--- config.mk ---
export PLATFORM = sky130hd
export DESIGN_NAME = cssq_top
export DESIGN_NICKNAME = d
export VERILOG_FILES = /design/src/common/cssq_pkg.sv /design/src/rtl/cssq_sync.sv /design/src/rtl/cssq_top.sv
export SDC_FILE = /design/constraint.sdc
export NUM_CORES = 1
export LEC_CHECK = 0
export BUFFER_PORTS_ARGS = -buffer_cell sky130_fd_sc_hd__buf_2
export CORE_MARGIN = 10
export CORE_UTILIZATION = 35
export DETAILED_ROUTE_END_ITERATION = 12
export PLACE_DENSITY = 0.65
export SETUP_SLACK_MARGIN = 0.4
export SLEW_MARGIN = 20
export SYNTH_ARGS = -nofsm -noshare
export SYNTH_HDL_FRONTEND = slang
export SYNTH_SLANG_ARGS = --single-unit
--- constraint.sdc ---
create_clock -name clk_i -period 2.9 [get_ports clk_i]
set_input_delay 0.29 -clock clk_i [delete_from_list [all_inputs] [get_ports clk_i]]
set_output_delay 0.29 -clock clk_i [all_outputs]
set_load 0.03 [all_outputs]
--- src/common/cssq_pkg.sv ---
// Purpose: Shared constants and types for the converter start-up sequencer
// Assumes: 40 MHz clock, classic Wishbone slave with 32-bit data
// Notes: Register offsets are byte addresses of aligned words
package cssq_pkg;
  localparam int unsigned CLK_HZ = 40000000;
  // Soft-start ramp durations in microseconds
  localparam int unsigned RAMP_US_2MHZ = 400;
  localparam int unsigned RAMP_US_3MHZ = 250;
  localparam int unsigned RAMP_CYC_2MHZ = RAMP_US_2MHZ * (CLK_HZ / 1000000);
  localparam int unsigned RAMP_CYC_3MHZ = RAMP_US_3MHZ * (CLK_HZ / 1000000);
  // Cycles in the second state of the sequence, ST_PREP
  localparam int unsigned SETTLE_CYC = 16;
  localparam int unsigned REF_W = 12;
  // Bandgap level on the reference scale; ramp ends just above it
  localparam logic [11:0] BANDGAP_REF = 12'hc00;
  localparam logic [11:0] REF_STEP = 12'h001;

  localparam logic [7:0] ADR_STATUS = 8'h00;
  localparam logic [7:0] ADR_EVT = 8'h04;
  localparam logic [7:0] ADR_EVT_CLR = 8'h08;
  localparam logic [7:0] ADR_EVT_EN = 8'h0c;
  localparam logic [7:0] ADR_CTRL = 8'h10;
  localparam logic [7:0] ADR_REF = 8'h14;
  localparam int unsigned EVT_W = 5;
  localparam logic [4:0] EVT_RESET = 5'h00;
  localparam logic [0:0] CTRL_RESET = 1'h0;

  typedef enum logic [1:0] {
    ST_OFF,
    ST_PREP,
    ST_RAMP,
    ST_REG
  } cssq_state_t;

  // Digitised comparator results after synchronisation
  typedef struct packed {
    logic ctrl_ok;
    logic gate_ok;
    logic en_raw;
    logic pol_n;
    logic over_temp;
    logic win_ok;
  } cssq_cmp_t;

  // Sticky events: off, regulating, gate lockout, over-temp, window lost
  typedef struct packed {
    logic win_lost;
    logic ot_trip;
    logic gate_lock;
    logic reg_reached;
    logic shut_down;
  } cssq_evt_t;
endpackage

--- src/rtl/cssq_sync.sv ---
// Purpose: Two-flop synchroniser for a vector of pin levels
// Assumes: Inputs asynchronous to clk_i
// Notes: First stage feeds only the second stage
`timescale 1ns/1ps
`default_nettype none
module cssq_sync #(
  parameter int unsigned W = 6,
  parameter logic [W-1:0] INIT = '0
) (
  input wire logic clk_i,
  input wire logic rst_i,
  input wire logic ce_i,
  input wire logic [W-1:0] d_i,
  output logic [W-1:0] q_o
);
  logic [W-1:0] meta_q;
  logic [W-1:0] sync_q;

  always_ff @(posedge clk_i) begin
    if (rst_i) begin
      meta_q <= INIT;
      sync_q <= INIT;
    end else if (ce_i) begin
      meta_q <= d_i;
      sync_q <= meta_q;
    end
  end

  assign q_o = sync_q;
endmodule
`default_nettype wire

--- src/rtl/cssq_top.sv ---
// Purpose: Start-up and protection sequencer of a buck converter controller
// Assumes: Comparator results arrive as digital levels; 40 MHz clk_i
// Notes: Registers reached over classic Wishbone
// Behaviour
// - Stay inactive until control supply lockout clears
// - Start ramp only above gate supply threshold
// - Normal polarity: on high enable, off low
// - Floating enable means off in normal polarity
// - Grounded polarity strap inverts enable sense
// - Ramp reference gradually, 400us or 250us
// - Any disable repeats full start-up sequence
// - Four-state two-bit machine, ramp in third
// - Ramp ends above bandgap, switch to bandgap
// - Regulation flag low when off, reset, out-of-window
// - Shut down on over-temperature indication
// - Restart with ramp when temperature clears
//
// Implementation choices: the placing of the registers and the Wishbone register port.
`timescale 1ns/1ps
`default_nettype none
module cssq_top #(
  parameter int unsigned SETTLE = cssq_pkg::SETTLE_CYC,
  parameter int unsigned RAMP_2M = cssq_pkg::RAMP_CYC_2MHZ,
  parameter int unsigned RAMP_3M = cssq_pkg::RAMP_CYC_3MHZ
) (
  input wire logic clk_i,
  input wire logic rst_i,
  input wire logic ce_i,
  // Comparator levels, asynchronous
  input wire logic ctrl_supply_ok_i,
  input wire logic gate_supply_ok_i,
  input wire logic enable_pin_i,
  input wire logic polarity_strap_n_i,
  input wire logic over_temp_i,
  input wire logic out_window_ok_i,
  // Wishbone classic
  input wire logic cyc_i,
  input wire logic stb_i,
  input wire logic we_i,
  input wire logic [7:0] adr_i,
  input wire logic [3:0] sel_i,
  input wire logic [31:0] dat_i,
  output logic [31:0] dat_o,
  output logic ack_o,
  output logic int_o,
  // Converter controls
  output logic converter_on_o,
  output logic use_bandgap_o,
  output logic [cssq_pkg::REF_W-1:0] error_amplifier_ref_o,
  output logic [1:0] state_o,
  // Open-drain regulation flag: oe high pulls the pin low
  output logic regulation_ok_output_o,
  output logic regulation_ok_output_oe_o
);
  localparam int unsigned RW = cssq_pkg::REF_W;
  // Cycles per reference step; the ramp climbs to bandgap over the duration
  localparam int unsigned DIV_2M = (RAMP_2M / int'(cssq_pkg::BANDGAP_REF)) > 0 ?
    RAMP_2M / int'(cssq_pkg::BANDGAP_REF) : 1;
  localparam int unsigned DIV_3M = (RAMP_3M / int'(cssq_pkg::BANDGAP_REF)) > 0 ?
    RAMP_3M / int'(cssq_pkg::BANDGAP_REF) : 1;

  cssq_pkg::cssq_cmp_t raw_s;
  cssq_pkg::cssq_cmp_t cmp_s;

  assign raw_s = '{ctrl_ok: ctrl_supply_ok_i, gate_ok: gate_supply_ok_i,
                   en_raw: enable_pin_i, pol_n: polarity_strap_n_i,
                   over_temp: over_temp_i, win_ok: out_window_ok_i};

  // Strap resets to its floating value, normal polarity
  cssq_sync #(
    .W(6),
    .INIT(6'h04 | 6'h00)
  ) u_sync (
    .clk_i(clk_i),
    .rst_i(rst_i),
    .ce_i(ce_i),
    .d_i(raw_s),
    .q_o(cmp_s)
  );

  // Floating pin reads low via pull-down: off when normal, on when inverted
  logic enable_req;
  assign enable_req = cmp_s.pol_n ? cmp_s.en_raw : !cmp_s.en_raw;

  // Comparators carry their own hysteresis; here only the levels are read
  logic [0:0] ctrl_hold_q;
  logic run_ok;
  assign run_ok = cmp_s.ctrl_ok && cmp_s.gate_ok && enable_req &&
                  !cmp_s.over_temp && !ctrl_hold_q;

  logic fast_sw_q;
  cssq_pkg::cssq_state_t state_q;
  logic [15:0] cnt_q;
  logic [RW-1:0] ref_q;
  cssq_pkg::cssq_evt_t evt_q;
  logic [4:0] evt_en_q;

  function automatic logic [15:0] step_div(input logic fast);
    step_div = fast ? 16'(DIV_3M) : 16'(DIV_2M);
  endfunction

  // Start-up state machine
  always_ff @(posedge clk_i) begin
    if (rst_i) begin
      state_q <= cssq_pkg::ST_OFF;
      cnt_q <= 16'h0000;
      ref_q <= '0;
    end else if (ce_i) begin
      if (!run_ok) begin
        state_q <= cssq_pkg::ST_OFF;
        cnt_q <= 16'h0000;
        ref_q <= '0;
      end else begin
        case (state_q)
          cssq_pkg::ST_OFF: begin
            cnt_q <= 16'h0000;
            ref_q <= '0;
            state_q <= cssq_pkg::ST_PREP;
          end
          cssq_pkg::ST_PREP: begin
            if (cnt_q == 16'(SETTLE - 1)) begin
              cnt_q <= 16'h0000;
              state_q <= cssq_pkg::ST_RAMP;
            end else begin
              cnt_q <= cnt_q + 16'h0001;
            end
          end
          cssq_pkg::ST_RAMP: begin
            if (ref_q > cssq_pkg::BANDGAP_REF) begin
              state_q <= cssq_pkg::ST_REG;
            end else if (cnt_q >= step_div(fast_sw_q) - 16'h0001) begin
              cnt_q <= 16'h0000;
              ref_q <= ref_q + cssq_pkg::REF_STEP;
            end else begin
              cnt_q <= cnt_q + 16'h0001;
            end
          end
          cssq_pkg::ST_REG: begin
            ref_q <= cssq_pkg::BANDGAP_REF;
          end
          default: state_q <= cssq_pkg::ST_OFF;
        endcase
      end
    end
  end

  // Outputs registered
  always_ff @(posedge clk_i) begin
    if (rst_i) begin
      converter_on_o <= 1'b0;
      use_bandgap_o <= 1'b0;
      error_amplifier_ref_o <= '0;
      state_o <= 2'h0;
      regulation_ok_output_o <= 1'b0;
      regulation_ok_output_oe_o <= 1'b1;
    end else if (ce_i) begin
      converter_on_o <= run_ok && state_q != cssq_pkg::ST_OFF;
      use_bandgap_o <= state_q == cssq_pkg::ST_REG;
      error_amplifier_ref_o <= state_q == cssq_pkg::ST_REG ? cssq_pkg::BANDGAP_REF : ref_q;
      state_o <= state_q;
      regulation_ok_output_o <= 1'b0;
      // Released only while regulating and in window
      regulation_ok_output_oe_o <= !(run_ok && state_q == cssq_pkg::ST_REG &&
                                     cmp_s.win_ok);
    end
  end

  // Events, set beats clear
  cssq_pkg::cssq_evt_t evt_set;
  logic reg_prev_q;
  logic run_prev_q;
  logic wb_wr;
  logic wb_rd;
  assign wb_wr = cyc_i && stb_i && we_i && !ack_o;
  assign wb_rd = cyc_i && stb_i && !we_i && !ack_o;

  always_ff @(posedge clk_i) begin
    if (rst_i) begin
      reg_prev_q <= 1'b0;
      run_prev_q <= 1'b0;
    end else if (ce_i) begin
      reg_prev_q <= state_q == cssq_pkg::ST_REG;
      run_prev_q <= run_ok;
    end
  end

  always_comb begin
    evt_set.shut_down = run_prev_q && !run_ok;
    evt_set.reg_reached = !reg_prev_q && state_q == cssq_pkg::ST_REG;
    evt_set.gate_lock = run_prev_q && !cmp_s.gate_ok;
    evt_set.ot_trip = run_prev_q && cmp_s.over_temp;
    evt_set.win_lost = state_q == cssq_pkg::ST_REG && !cmp_s.win_ok && reg_prev_q;
  end

  always_ff @(posedge clk_i) begin
    if (rst_i) begin
      evt_q <= cssq_pkg::EVT_RESET;
    end else if (ce_i) begin
      if (wb_wr && adr_i == cssq_pkg::ADR_EVT_CLR && sel_i[0]) begin
        evt_q <= (evt_q & ~dat_i[4:0]) | evt_set;
      end else begin
        evt_q <= evt_q | evt_set;
      end
    end
  end

  // Writable control registers
  always_ff @(posedge clk_i) begin
    if (rst_i) begin
      evt_en_q <= cssq_pkg::EVT_RESET;
      fast_sw_q <= 1'b0;
      ctrl_hold_q <= cssq_pkg::CTRL_RESET;
    end else if (ce_i && wb_wr && sel_i[0]) begin
      if (adr_i == cssq_pkg::ADR_EVT_EN) begin
        evt_en_q <= dat_i[4:0];
      end
      if (adr_i == cssq_pkg::ADR_CTRL) begin
        fast_sw_q <= dat_i[0];
        ctrl_hold_q <= dat_i[1];
      end
    end
  end

  always_ff @(posedge clk_i) begin
    if (rst_i) begin
      int_o <= 1'b0;
    end else if (ce_i) begin
      int_o <= |(evt_q & evt_en_q);
    end
  end

  // Bus answers one cycle after the request, unmapped reads zero
  always_ff @(posedge clk_i) begin
    if (rst_i) begin
      ack_o <= 1'b0;
      dat_o <= 32'h0000_0000;
    end else if (ce_i) begin
      ack_o <= cyc_i && stb_i && !ack_o;
      dat_o <= 32'h0000_0000;
      if (wb_rd) begin
        case (adr_i)
          cssq_pkg::ADR_STATUS: dat_o <= {24'h000000, cmp_s.win_ok, cmp_s.over_temp,
                                          enable_req, cmp_s.gate_ok, cmp_s.ctrl_ok,
                                          run_ok, state_q};
          cssq_pkg::ADR_EVT: dat_o <= {27'h0000000, evt_q};
          cssq_pkg::ADR_EVT_EN: dat_o <= {27'h0000000, evt_en_q};
          cssq_pkg::ADR_CTRL: dat_o <= {30'h00000000, ctrl_hold_q, fast_sw_q};
          cssq_pkg::ADR_REF: dat_o <= {20'h00000, ref_q};
          default: dat_o <= 32'h0000_0000;
        endcase
      end
    end
  end

  // Checks
  a_fault_to_off: assert property (@(posedge clk_i) disable iff (rst_i)
    ce_i && !run_ok |=> state_q == cssq_pkg::ST_OFF)
    else $error("fault did not return to off");
  a_flag_only_reg: assert property (@(posedge clk_i) disable iff (rst_i)
    !regulation_ok_output_oe_o |-> state_o == 2'h3)
    else $error("flag released outside regulation");
  a_ramp_order: assert property (@(posedge clk_i) disable iff (rst_i)
    ce_i && state_q == cssq_pkg::ST_REG && $past(state_q) != cssq_pkg::ST_REG
    |-> $past(state_q) == cssq_pkg::ST_RAMP)
    else $error("regulation entered without ramp");
  a_ramp_above_bg: assert property (@(posedge clk_i) disable iff (rst_i)
    ce_i && state_q == cssq_pkg::ST_RAMP ##1 state_q == cssq_pkg::ST_REG
    |-> ref_q > cssq_pkg::BANDGAP_REF)
    else $error("ramp ended below bandgap");
  a_ref_monotone: assert property (@(posedge clk_i) disable iff (rst_i)
    ce_i && state_q == cssq_pkg::ST_RAMP && run_ok |=> ref_q >= $past(ref_q))
    else $error("reference fell during ramp");
  a_ot_off: assert property (@(posedge clk_i) disable iff (rst_i)
    ce_i && cmp_s.over_temp |=> !converter_on_o)
    else $error("over-temperature left converter on");
  a_gate_off: assert property (@(posedge clk_i) disable iff (rst_i)
    ce_i && !cmp_s.gate_ok |=> ##1 regulation_ok_output_oe_o)
    else $error("gate lockout kept flag released");
  a_enable_sense: assert property (@(posedge clk_i) disable iff (rst_i)
    ce_i && cmp_s.pol_n && !cmp_s.en_raw |=> !converter_on_o)
    else $error("low enable left converter on");
  a_inverted_sense: assert property (@(posedge clk_i) disable iff (rst_i)
    ce_i && !cmp_s.pol_n && cmp_s.en_raw |=> !converter_on_o)
    else $error("inverted high enable left converter on");
  a_ctrl_lock: assert property (@(posedge clk_i) disable iff (rst_i)
    ce_i && !cmp_s.ctrl_ok |=> state_q == cssq_pkg::ST_OFF)
    else $error("control lockout ignored");
  c_reach_reg: cover property (@(posedge clk_i) disable iff (rst_i)
    state_q == cssq_pkg::ST_RAMP ##1 state_q == cssq_pkg::ST_REG);
  c_ot_restart: cover property (@(posedge clk_i) disable iff (rst_i)
    cmp_s.over_temp ##1 !cmp_s.over_temp ##1 state_q == cssq_pkg::ST_PREP);
  c_irq: cover property (@(posedge clk_i) disable iff (rst_i) $rose(int_o));
endmodule
`default_nettype wire

# --- Yosys cells after proc, flatten, opt, wreduce, memory -nomap -nowiden ---
# Cells that the tools add are included.
classes:
  eq_ne: 15
  shifts: 0
  mul: 0
  n_lt_le_gt_ge: 2
  reduce_logical: 42
  mux: 19
  bitwise_logic: 5
  n_addsub: 3
  div: 0
ops:
  columns: ["cell", "n"]
  rows:
  - ["$mux 16", 4]
  - ["$mux 12", 5]
  - ["$pmux 12 s5", 1]
  - ["$pmux 16 s3", 1]
  - ["$pmux 12 s3", 1]
  - ["$logic_and 1x1->1", 23]
  - ["$add 16x1->16 const B", 1]
  - ["$eq 16x4->1 const B", 1]
  - ["$eq 8x4->1 const B", 2]
  - ["$eq 8x5->1 const B", 2]
  - ["$ge 16x16->1", 1]
  - ["$add 12x1->12 const B", 1]
  - ["$gt 12x12->1 const B", 1]
  - ["$ne 3x3->1 const B", 4]
  - ["$and 5x5->5", 2]
  - ["$logic_not 1->1", 10]
  - ["$or 5x5->5", 2]
  - ["$eq 8x3->1 const B", 1]
  - ["$logic_not 8->1", 1]
  - ["$ne 4x1->1 const B", 2]
  - ["$reduce_and 4->1", 2]
  - ["$mux 2", 3]
  - ["$pmux 2 s3", 1]
  - ["$mux 5", 1]
  - ["11 further kinds", 13]
totals:
  output_inout_bits: 52
  latch_bits: 0
  n_memories: 0
  romBits: 0
  reg_bits: 106
  inputBits: 56
  mem_bits_rw: 0

# --- Depth between registers and ports, before layout ---
# Gate-level depths: netlist of run 1.
depth:
  word_depth: 9
  ltp_mapped: 9
  depth_no_buf: 8

# --- By module ---
# Synthesis of run 1 repeated with hierarchy kept, for this count alone.
hier_totals:
  hier_cells: 515
  area_unflattened_um2: 4438.0
modules_own_cells:
  columns: ["module", "n_inst", "area_per_inst_um2", "cells_per_inst", "seq_area_each_um2"]
  rows:
  - ["cssq_top", 1, 3995.1, 476, 1481.4]
  - ["cssq_sync", 1, 442.9, 39, 240.2]

# --- Worst setup path after synthesis of run 1 ---
# Ideal clock, no wire load.
synth_path:
  path_type: "reg-to-reg"
  start: "register state_q[0]"
  end: "register cnt_q[12]"
  required_ns: 2.780
  setup_ns: 0.120
  arrival_ns: 2.127
  setup_slack_ns: 0.654
  stages_incl_launch_ff: 10
  cell_sequence: "dfxtp_1 > inv_1 > ha_1 > clkbuf_1 > or3_1 > o31ai_4 > a21oi_2 > nand4_1 > nor4_1 > a211o_1"
synth_via:
  elab_chain_len: 3
  word_cells_on_any_way: 8
  classes_between: "eq/ne: 4; mux: 2; reduce/logical: 2"
synth_lines:
  columns: ["element", "line", "text"]
  rows:
  - ["from (decl)", "cssq_top.sv:92", "cssq_pkg::cssq_state_t state_q;"]
  - ["from (signal assigned)", "cssq_top.sv:105", "state_q <= cssq_pkg::ST_OFF;"]
  - ["from (signal assigned)", "cssq_top.sv:110", "state_q <= cssq_pkg::ST_OFF;"]
  - ["from (signal assigned)", "cssq_top.sv:118", "state_q <= cssq_pkg::ST_PREP;"]
  - ["$eq 2x2->1, or another cell as far along", "cssq_top.sv:114", "case (state_q)"]
  - ["$ne 4x1->1 (no line), or another cell as far along", null, null]
  - ["$reduce_and 3->1 (no line) / $mux 16 (equally long branches)", null, null]
  - ["to (signal assigned)", "cssq_top.sv:125", "cnt_q <= cnt_q + 16'h0001;"]
  - ["to (signal assigned)", "cssq_top.sv:135", "cnt_q <= cnt_q + 16'h0001;"]
  - ["to (decl)", "cssq_top.sv:93", "logic [15:0] cnt_q;"]
# Parallel ways exist; a longest one is shown, timed or not.
# A chain may end at the register's enable or synchronous reset.

# --- Worst setup path after layout of run 1 ---
layout_path:
  start: "register cnt_q[0]"
  end: "register cnt_q[10]"
layout_via:
  elab_chain_len: 5
  word_cells_on_any_way: 8
  classes_between: "add/sub: 1; order compare: 1; eq/ne: 1; mux: 5"
layout_lines:
  columns: ["element", "line", "text"]
  rows:
  - ["$add 16x1->16 / $ge 16x16->1 (equally long branches)", "cssq_top.sv:125, cssq_top.sv:135, cssq_top.sv:131", null]
  - ["$mux 16", "cssq_top.sv:131", "end else if (cnt_q >= step_div(fast_sw_q) - 16'h0001) begin"]
  - ["$mux 16", "cssq_top.sv:129", "if (ref_q > cssq_pkg::BANDGAP_REF) begin"]
  - ["$pmux 16 s3 (*)", "cssq_top.sv:114", null]
  - ["$mux 16 (*)", "cssq_top.sv:109", "if (!run_ok) begin"]
# Every way passes the cells marked *; elsewhere a longest branch is shown, timed or not. The select of a mux whose other input is x is not followed.

==> reports/metrics.cfg, run 1 <==
[outcome]
outcome = complete, no violations

[worst_hold_path]
hold_depth = 3
worst_hold_path_type = input pin to flip-flop

[synth]
synth_top_family_by_area = simple AND/OR/NAND/NOR gates
async_flop_share = 0
synthCells = 512
synth_edf_count = 0
synth_seq_area_share = 0.398
ys.flop_type = dfxtp_1
avgSynthCellArea_um2 = 8.46
synthAdderAreaFrac = 0.0260
synth_compound_area_frac = 0.163
synthesis.area_mm2 = 0.00433
synth_xor_xnor_area_share = 0.0283
yosys.area_share.simple = 0.262
yosys_warnings = 0
muxShareOfSynthArea = 0.0511
ys_ff_latch = 86
synth.distinct_cells = 63

[finish]
layout.nets = 629
final_common_cell = dfxtp_1
drive_above_1_share = 0.176
mostFrequentLayoutCells = dfxtp_1 (84), nor2_1 (61), buf_2 (56), a21oi_1 (37), nand2_1 (34)
n_antenna_cell = 0
area_growth_pct = 16.1

[critical_path]
worst-path-stages = 7
cp_slowest_cell = dfxtp_1
required_ns = 3.12
start_kind = flip-flop
slowest_delay_ns = 0.41
endpoint_kind = flip-flop
crit_family = compound AO/OA/AOI/OAI gates
worst-path-max-fanout = 15
worstRegToRegCells = 7
arrival_ns = 2.58
cp_cell_sequence = ha_1 -> and3_1 -> a41oi_1 -> a31oi_1 -> o32a_4 -> and3b_1 -> a211o_1
path_buf_inv = 0
path_class = flip-flop to flip-flop

[timing]
min_period_ns = 2.36
fin_crit_sh = 0.813
max_freq_mhz = 424
fin_setup_tns_ns = 0
tightest_slew_ns = 0.741
worst_slack_ns = 0.541
finClkSkew_ns = 0.00705
rsz0062_at_grt = no
maxSlewHeadroom = 0.502
slew_violations = 0
hold_violations = 0
finalSetupViolations = 0

[floorplan]
die_h_um = 131
dieArea_mm2 = 0.0172
coreArea_mm2 = 0.0121
die_w_um = 131
initial_core_util = 0.359
rows = 40
ioPinCount = 108

[routing]
drc = 0
wl_per_cell_um = 15.2
ant_nets = 0
totalWireLength_mm = 11.2
drtIter0Drc = 286
dr_total_vias = 3801
vias_per_cell = 5.16
drt_pre_antenna_iters = 5

[global_route]
grt.busiest_layer = met2
met1_usage = 0.158
grt_pass1_vias = 3729
grt_pass1_wl_mm = 18.4
grt-ovfl-total = 0
grt_use_met2 = 0.198
grt_max_degree = 58
grtUsageMet3 = 0.0396
track_usage = 0.126
antenna_found_initial = 0

[flow_run]
drv_cap = 0

[cts]
cts.clk_slew.worst_paths_ns = 0.06
cts_buffers = 9
cts.sinks = 86
cts_tree = yes
clock_latency_ns = 0.34
cts_buffer_depth = 2
cts_max_level = 3
clock-root-buffer = clkbuf_16

[power]
p_sw_frac = 0.254
intPower_mw = 1.83
pwr-share-comb = 0.065
power_leakage_nw = 2.01
clkPwrFrac = 0.445
seqPwrFrac = 0.490
power_mw = 2.45
power_density_mw_per_mm2 = 488
power.switching_uw = 624
ir_drop_mv = 0.276

[place]
port_buffers = 56
hpwl_mm = 8.20
pre_cts_ws_ns = 0.400
gp_congestion = 0.865

==> state kept, by name, summed over array words and instances (netlist names), 2 cells and up <==
| name | flops |
|---|---|
| cnt_q | 16 |
| dat_o | 12 |
| error_amplifier_ref_o | 12 |
| ref_q | 12 |
| u_sync.meta_q | 6 |
| u_sync.q_o | 6 |
| evt_en_q | 5 |
| evt_q | 5 |
| state_o | 2 |
| state_q | 2 |
==> Yosys cell counts (4+ instances only) <==
master | count | share of area
dfxtp_1 | 86 | 0.40
nor2_1 | 61 | 0.053
a21oi_1 | 37 | 0.043
nand2_1 | 34 | 0.029
nand3_1 | 31 | 0.036
buf_4 | 22 | 0.038
mux2i_1 | 21 | 0.049
clkbuf_1 | 19 | 0.016
o21ai_0 | 18 | 0.021
inv_1 | 14 | 0.012
nand3b_1 | 14 | 0.024
nand2b_1 | 12 | 0.017
nor2b_1 | 11 | 0.016
and3_1 | 10 | 0.014
ha_1 | 9 | 0.026
nor3_1 | 7 | 0.0081
xnor2_1 | 7 | 0.014
xor2_1 | 7 | 0.014
a21o_1 | 6 | 0.010
nor4_1 | 6 | 0.0087
a221oi_1 | 5 | 0.010
a22oi_1 | 5 | 0.0087
nand4_1 | 5 | 0.0072
or3_1 | 5 | 0.0072
a22o_1 | 4 | 0.0081
and3b_1 | 4 | 0.0081
==> final timing paths <==
kind / end / slack, ns / startpoint
setup / recovery: cnt_q[10]$_SDFFE_PP0P_ / 0.54 / cnt_q[0]$_SDFFE_PP0P_
hold / removal: u_sync.meta_q[2]$_SDFFE_PP1P_ / 0.19 / polarity_strap_n_i
setup reg to reg: cnt_q[10]$_SDFFE_PP0P_ / 0.54 / cnt_q[0]$_SDFFE_PP0P_
hold reg to reg: error_amplifier_ref_o[1]$_SDFFE_PP0P_ / 0.47 / error_amplifier_ref_o[1]$_SDFFE_PP0P_
==> timing repair <==
action	in CTS	in global routing
pin swaps	0	3
gates resized for setup	2	4
setup endpoints to repair	3	4
hold buffers	0	0
buffers inserted	0	2
==> metal layers <==
layer / vias to the layer above / part of all wire
li1: 1892 / -
met1: 1790 / 0.47
met2: 113 / 0.46
met3: 6 / 0.059
met4: 0 / 0.0094
met5: - / 0
==> kinds of logic after synthesis <==
kind of cell | count (synthesis)
multiplexers | 22
flip-flops | 86
AND/OR/NAND/NOR | 215
AO/OA/AOI/OAI | 105
adder cells (fa/ha/maj) | 9
other | 1
buffers and inverters | 60
XOR/XNOR | 14
==> power by group through the flow <==
stage	Combinational (mW)	Clock (mW)	Sequential (mW)
after global placement	0.152	0	1.23
after floorplan	0.132	0	1.23
after CTS	0.157	1.12	1.20
after global routing	0.173	1.17	1.20
after detailed placement	0.155	0	1.23
final	0.159	1.09	1.20
==> layout make-up <==
cell class	instances	area (um^2)
clock buffer	9	225
fill	1174	7040
clock inverter	7	56.3
sequential	86	1720
multi-input combinational	386	2400
inverter	15	56.3
tap	168	210
timing repair buffer	66	355
==> tightest hold or removal path, delay by kind of cell <==
family / cells / cell delay (ns)
simple gates: 1 / 0.06
buf+inv: 1 / 0.08
mux: 1 / 0.06
==> through the flow <==
stage	hold slack, ns	utilization	area, um^2	cells
6_report	0.185	0.417	5030	737
5_1_grt	0.192	0.417	5030	737
4_1_cts	0.175	0.415	5000	735
3_5_place_dp	0.457	0.390	4700	719
3_3_place_gp	0.449	0.390	4700	719
2_1_floorplan	0.418	-	4410	532
Note: power is estimated with default switching activity, not from simulation.
==> inputs of run 2 (changes only) <==
- clock period: 2.9 -> 2.35 ns (I/O delays scaled with it)
==> reports/metrics.cfg, run 2 (same netlist as run 1, synthesis figures left out) <==
[finish]
layout.nets = 663
area_growth_pct = 31.1
n_antenna_cell = 0
multi_input_area_mm2 = 0.00274
drive_above_1_share = 0.295
largest_register_ffs = 16
regMostFlops = cnt_q
fillers = 1133
final_common_cell = dfxtp_1
regArea_mm2 = 0.00174
mostFrequentLayoutCells = dfxtp_1 (77), nor2_1 (58), buf_2 (56), buf_4 (38)

[global_route]
grt_pass1_wl_mm = 19.7
grt_pass1_vias = 3971
grt_max_degree = 60
grt-ovfl-total = 0
antenna_found_initial = 0
track_usage = 0.135

[cts]
clock_latency_ns = 0.34
cts.clk_slew.worst_paths_ns = 0.07
holdBufCountCts = 0
cts.sinks = 86
clock-root-buffer = clkbuf_16
cts_buffers = 9
cts_tree = yes
cts_max_level = 3
cts_buffer_depth = 2

[critical_path]
crit_family = compound AO/OA/AOI/OAI gates
start_kind = flip-flop
required_ns = 2.58
arrival_ns = 2.27
path_class = flip-flop to flip-flop
endpoint_kind = flip-flop
worst-path-max-fanout = 5
slowest_delay_ns = 0.40
cp_cell_sequence = inv_4 -> ha_4 -> or3_4 -> o31ai_4 -> a21oi_4 -> nand4_1 -> buf_6 -> nor4_4 -> a211o_1
cp_slowest_cell = or3_4
path_buf_inv = 2

[routing]
wl_per_cell_um = 16.5
drtIter0Drc = 320
vias_per_cell = 5.26
drc = 0
ant_nets = 0
totalWireLength_mm = 12.7
dr_total_vias = 4055
drt_pre_antenna_iters = 5

[floorplan]
ioPinCount = 108
dieArea_mm2 = 0.0172
rows = 40
initial_core_util = 0.359
coreArea_mm2 = 0.0121
die_w_um = 131
die_h_um = 131

[power]
power_density_mw_per_mm2 = 557
ir_drop_mv = 0.428
power_mw = 3.17
power_leakage_nw = 2.34

[place]
port_buffers = 56
pre_cts_ws_ns = 0.0908
hpwl_mm = 8.67
gp_congestion = 0.868

[timing]
maxSlewHeadroom = 0.558
fin_crit_sh = 0.868
rsz0062_at_grt = yes
max_freq_mhz = 490
fin_setup_tns_ns = 0
hold_violations = 0
slew_violations = 0
min_period_ns = 2.04
finalSetupViolations = 0
tightest_slew_ns = 0.663
holdWs_ns = 0.125
finClkSkew_ns = 0.00626
worst_slack_ns = 0.311

[outcome]
outcome = complete, no violations

[flow_run]
drv_cap = 0

[worst_hold_path]
worst_hold_path_type = input pin to flip-flop

-- run 2: changes by cell type in the layout (fill, tap and decap cells not counted), sizes merged --
cell    change
clkbuf      +1
bufinv      +1
clkinv      -2
buf        +34
-- run 2: layer usage --
layer	track usage	up-vias	part of all wire
li1	-	1954	-
met1	0.167	1932	0.43
met2	0.213	145	0.47
met3	0.0362	24	0.070
met4	0.0650	0	0.024
met5	0	-	0
-- run 2: path summary, 6_finish.rpt --
| kind | start | to | slack, ns | cells past startpoint |
|---|---|---|---|---|
| max reg2reg | state_q[1]$_SDFFE_PP0P_ | cnt_q[12]$_SDFFE_PP0P_ | 0.31 | 9 |
| min | polarity_strap_n_i | u_sync.meta_q[2]$_SDFFE_PP1P_ | 0.12 | 3 |
| min reg2reg | dat_o[4]$_SDFFE_PP0P_ | dat_o[4]$_SDFFE_PP0P_ | 0.46 | 2 |
| max | state_q[1]$_SDFFE_PP0P_ | cnt_q[12]$_SDFFE_PP0P_ | 0.31 | 9 |
-- run 2: where the power goes --
| group | total [mW] | switching [mW] | internal, mW | leakage [nW] |
|---|---|---|---|---|
| clock network | 1.46 | 0.621 | 0.834 | 0.144 |
| registers | 1.48 | 0.0112 | 1.47 | 0.700 |
| logic | 0.231 | 0.157 | 0.0743 | 1.50 |
-- run 2: worst reg2reg max path, delay by kind of cell (launching register included) --
kind | cells | cell delay (ns)
buffers and inverters | 2 | 0.19
adders and majority gates | 1 | 0.15
AOI/OAI and AO/OA | 3 | 0.61
and+or+nand+nor | 3 | 0.57
DFF | 1 | 0.39
-- run 2: area by class of cell --
type / count / share of cell area
inverter: 15 / 0.0108
clock buffer: 10 / 0.0403
multi-input combinational: 386 / 0.482
clock inverter: 6 / 0.0121
sequential: 86 / 0.306
timing repair buffer: 100 / 0.111
tap: 168 / 0.0370
-- run 2: what timing repair did --
item,CTS,global route
endpoints found under the setup margin,28,30
resized for setup,36,42
setup buffers,11,4
pin swaps,15,17
gates cloned,0,0
-- run 2: through the flow --
stage | cells | cell area (um^2) | util
6_report | 771 | 5680 | 0.471
5_1_grt | 771 | 5680 | 0.471
4_1_cts | 767 | 5450 | 0.452
3_5_place_dp | 740 | 4880 | 0.405
3_3_place_gp | 740 | 4880 | 0.405
2_1_floorplan | 532 | 4440 | -
==> inputs of run 3 (changes only) <==
- CTS_BUF_LIST: default -> sky130_fd_sc_hd__clkbuf_2
- CTS_CLUSTER_SIZE: default -> 12
==> reports/metrics.cfg, run 3 (same netlist as run 1, synthesis figures left out) <==
[critical_path]
crit_family = compound AO/OA/AOI/OAI gates
path_buf_inv = 2
arrival_ns = 2.58
slowest_delay_ns = 0.40
endpoint_kind = flip-flop
r2r_start = ref_q[5]$_SDFFE_PP0P_
cp_slowest_cell = nor4_4
path_class = flip-flop to flip-flop
start_kind = flip-flop
cp_cell_sequence = nor4_4 -> a31oi_4 -> buf_4 -> a21boi_4 -> o21ai_4 -> buf_6 -> o41ai_4
startpoint = ref_q[5]$_SDFFE_PP0P_
worst-path-max-fanout = 8
required_ns = 2.83

[routing]
dr_total_vias = 4182
wl_per_cell_um = 16.1
ant_nets = 0
drt_pre_antenna_iters = 6
totalWireLength_mm = 12.7
drc = 0
drtIter0Drc = 391
vias_per_cell = 5.29

[finish]
area_growth_pct = 30.8
multi_input_area_mm2 = 0.00274
layout.nets = 681
regArea_mm2 = 0.00175
fillers = 1145
largest_register_ffs = 16
drive_above_1_share = 0.301
regMostFlops = cnt_q
final_common_cell = dfxtp_1
mostFrequentLayoutCells = dfxtp_1 (72), nor2_1 (60), buf_2 (56), buf_4 (46), a21oi_1 (35)

[cts]
cts_max_level = 3
clock_latency_ns = 0.57
cts_buffers = 9
cts.sinks = 86
cts.clk_slew.worst_paths_ns = 0.25
cts_tree = yes
clock-root-buffer = clkbuf_2
cts_buffer_depth = 2

[floorplan]
die_h_um = 131
die_w_um = 131
coreArea_mm2 = 0.0121
rows = 40
ioPinCount = 108
initial_core_util = 0.359
dieArea_mm2 = 0.0172

[timing]
max_freq_mhz = 476
tightest_slew_ns = 0.661
fin_crit_sh = 0.894
hold_violations = 0
min_period_ns = 2.10
finalSetupViolations = 0
slew_violations = 0
rsz0062_at_grt = yes
maxSlewHeadroom = 0.560
finClkSkew_ns = 0.0262
fin_setup_tns_ns = 0

[power]
power_mw = 2.54
power_density_mw_per_mm2 = 449
ir_drop_mv = 0.320
power_leakage_nw = 2.33

[place]
port_buffers = 56
hpwl_mm = 8.67
gp_congestion = 0.868

[global_route]
track_usage = 0.136
antenna_found_initial = 1
grt_max_degree = 60
grt_pass1_vias = 4015
grt_pass1_wl_mm = 19.9
grt-ovfl-total = 0

[worst_hold_path]
worst_hold_path_type = input pin to flip-flop
hp-start = rst_i

[flow_run]
drv_cap = 0

[outcome]
outcome = complete, no violations

==> run 3: changes by cell type in the layout (fill, tap and decap cells not counted), moves of 5 or more <==
cell           delta
buf_4             +8
clkbuf_16         -9
clkbuf_2         +10
dfxtp_1           -5
dfxtp_2           +5
dlygate4sd3_1    +13
==> run 3: worst reg2reg max path, cell delays in order (launching register included) <==
cell and delay [ns]:
dfxtp_2 0.38, nor4_4 0.40, a31oi_4 0.19, buf_4 0.18, a21boi_4 0.25, o21ai_4 0.16, buf_6 0.17, o41ai_4 0.31
==> run 3: area by class of cell <==
class / instances / share of cell area
inverters: 15 / 0.0108
multi-input cells: 386 / 0.483
flip-flops and latches: 86 / 0.308
clock inverters: 6 / 0.0121
clock buffers: 10 / 0.00884
well taps: 168 / 0.0371
repair buffers: 118 / 0.139
diodes: 1 / 0.000442
==> run 3: through the flow <==
| step | std cells | hold slack, ns | area, um^2 | utilization | setup slack (ns) |
|---|---|---|---|---|---|
| 6_report | 790 | 0.0699 | 5660 | 0.470 | 0.250 |
| 5_1_grt | 790 | 0.0320 | 5660 | 0.470 | 0.171 |
| 4_1_cts | 782 | 0.0211 | 5400 | 0.448 | 0.351 |
| 3_5_place_dp | 740 | 0.450 | 4880 | 0.405 | 0.0908 |
| 3_3_place_gp | 740 | 0.445 | 4880 | 0.405 | 0.157 |
| 2_1_floorplan | 532 | 0.363 | 4440 | - | 0.296 |
==> run 3: power by group <==
part	switching (mW)	internal, mW
clock network	0.554	0.260
registers	0.0110	1.47
logic	0.158	0.0866
total	0.723	1.82
==> run 3: timing repair <==
action                                  CTS  global route
hold buffers                             13             0
setup buffers                            13             7
pin swaps                                15            17
hold endpoints to repair                 13             0
resized for setup                        37            41
endpoints found under the setup margin   28            27
==> run 3: path summary, 6_finish.rpt <==
check	depth (start not counted)	to	slack, ns
setup reg to reg	7	ref_q[10]$_SDFFE_PP0P_	0.25
setup / recovery	7	ref_q[10]$_SDFFE_PP0P_	0.25
hold reg to reg	2	error_amplifier_ref_o[9]$_SDFFE_PP0P_	0.48
hold / removal	2	fast_sw_q$_SDFFE_PP0P_	0.07
==> run 3: metal layers <==
metal  share of wire  track usage  vias up  wire length, um
li1                -            -     1993                -
met4           0.018       0.0513        0              234
met3           0.075       0.0381       22              954
met5               0            0        -                0
met1            0.43        0.168     1999             5490
met2            0.48        0.220      168             6070
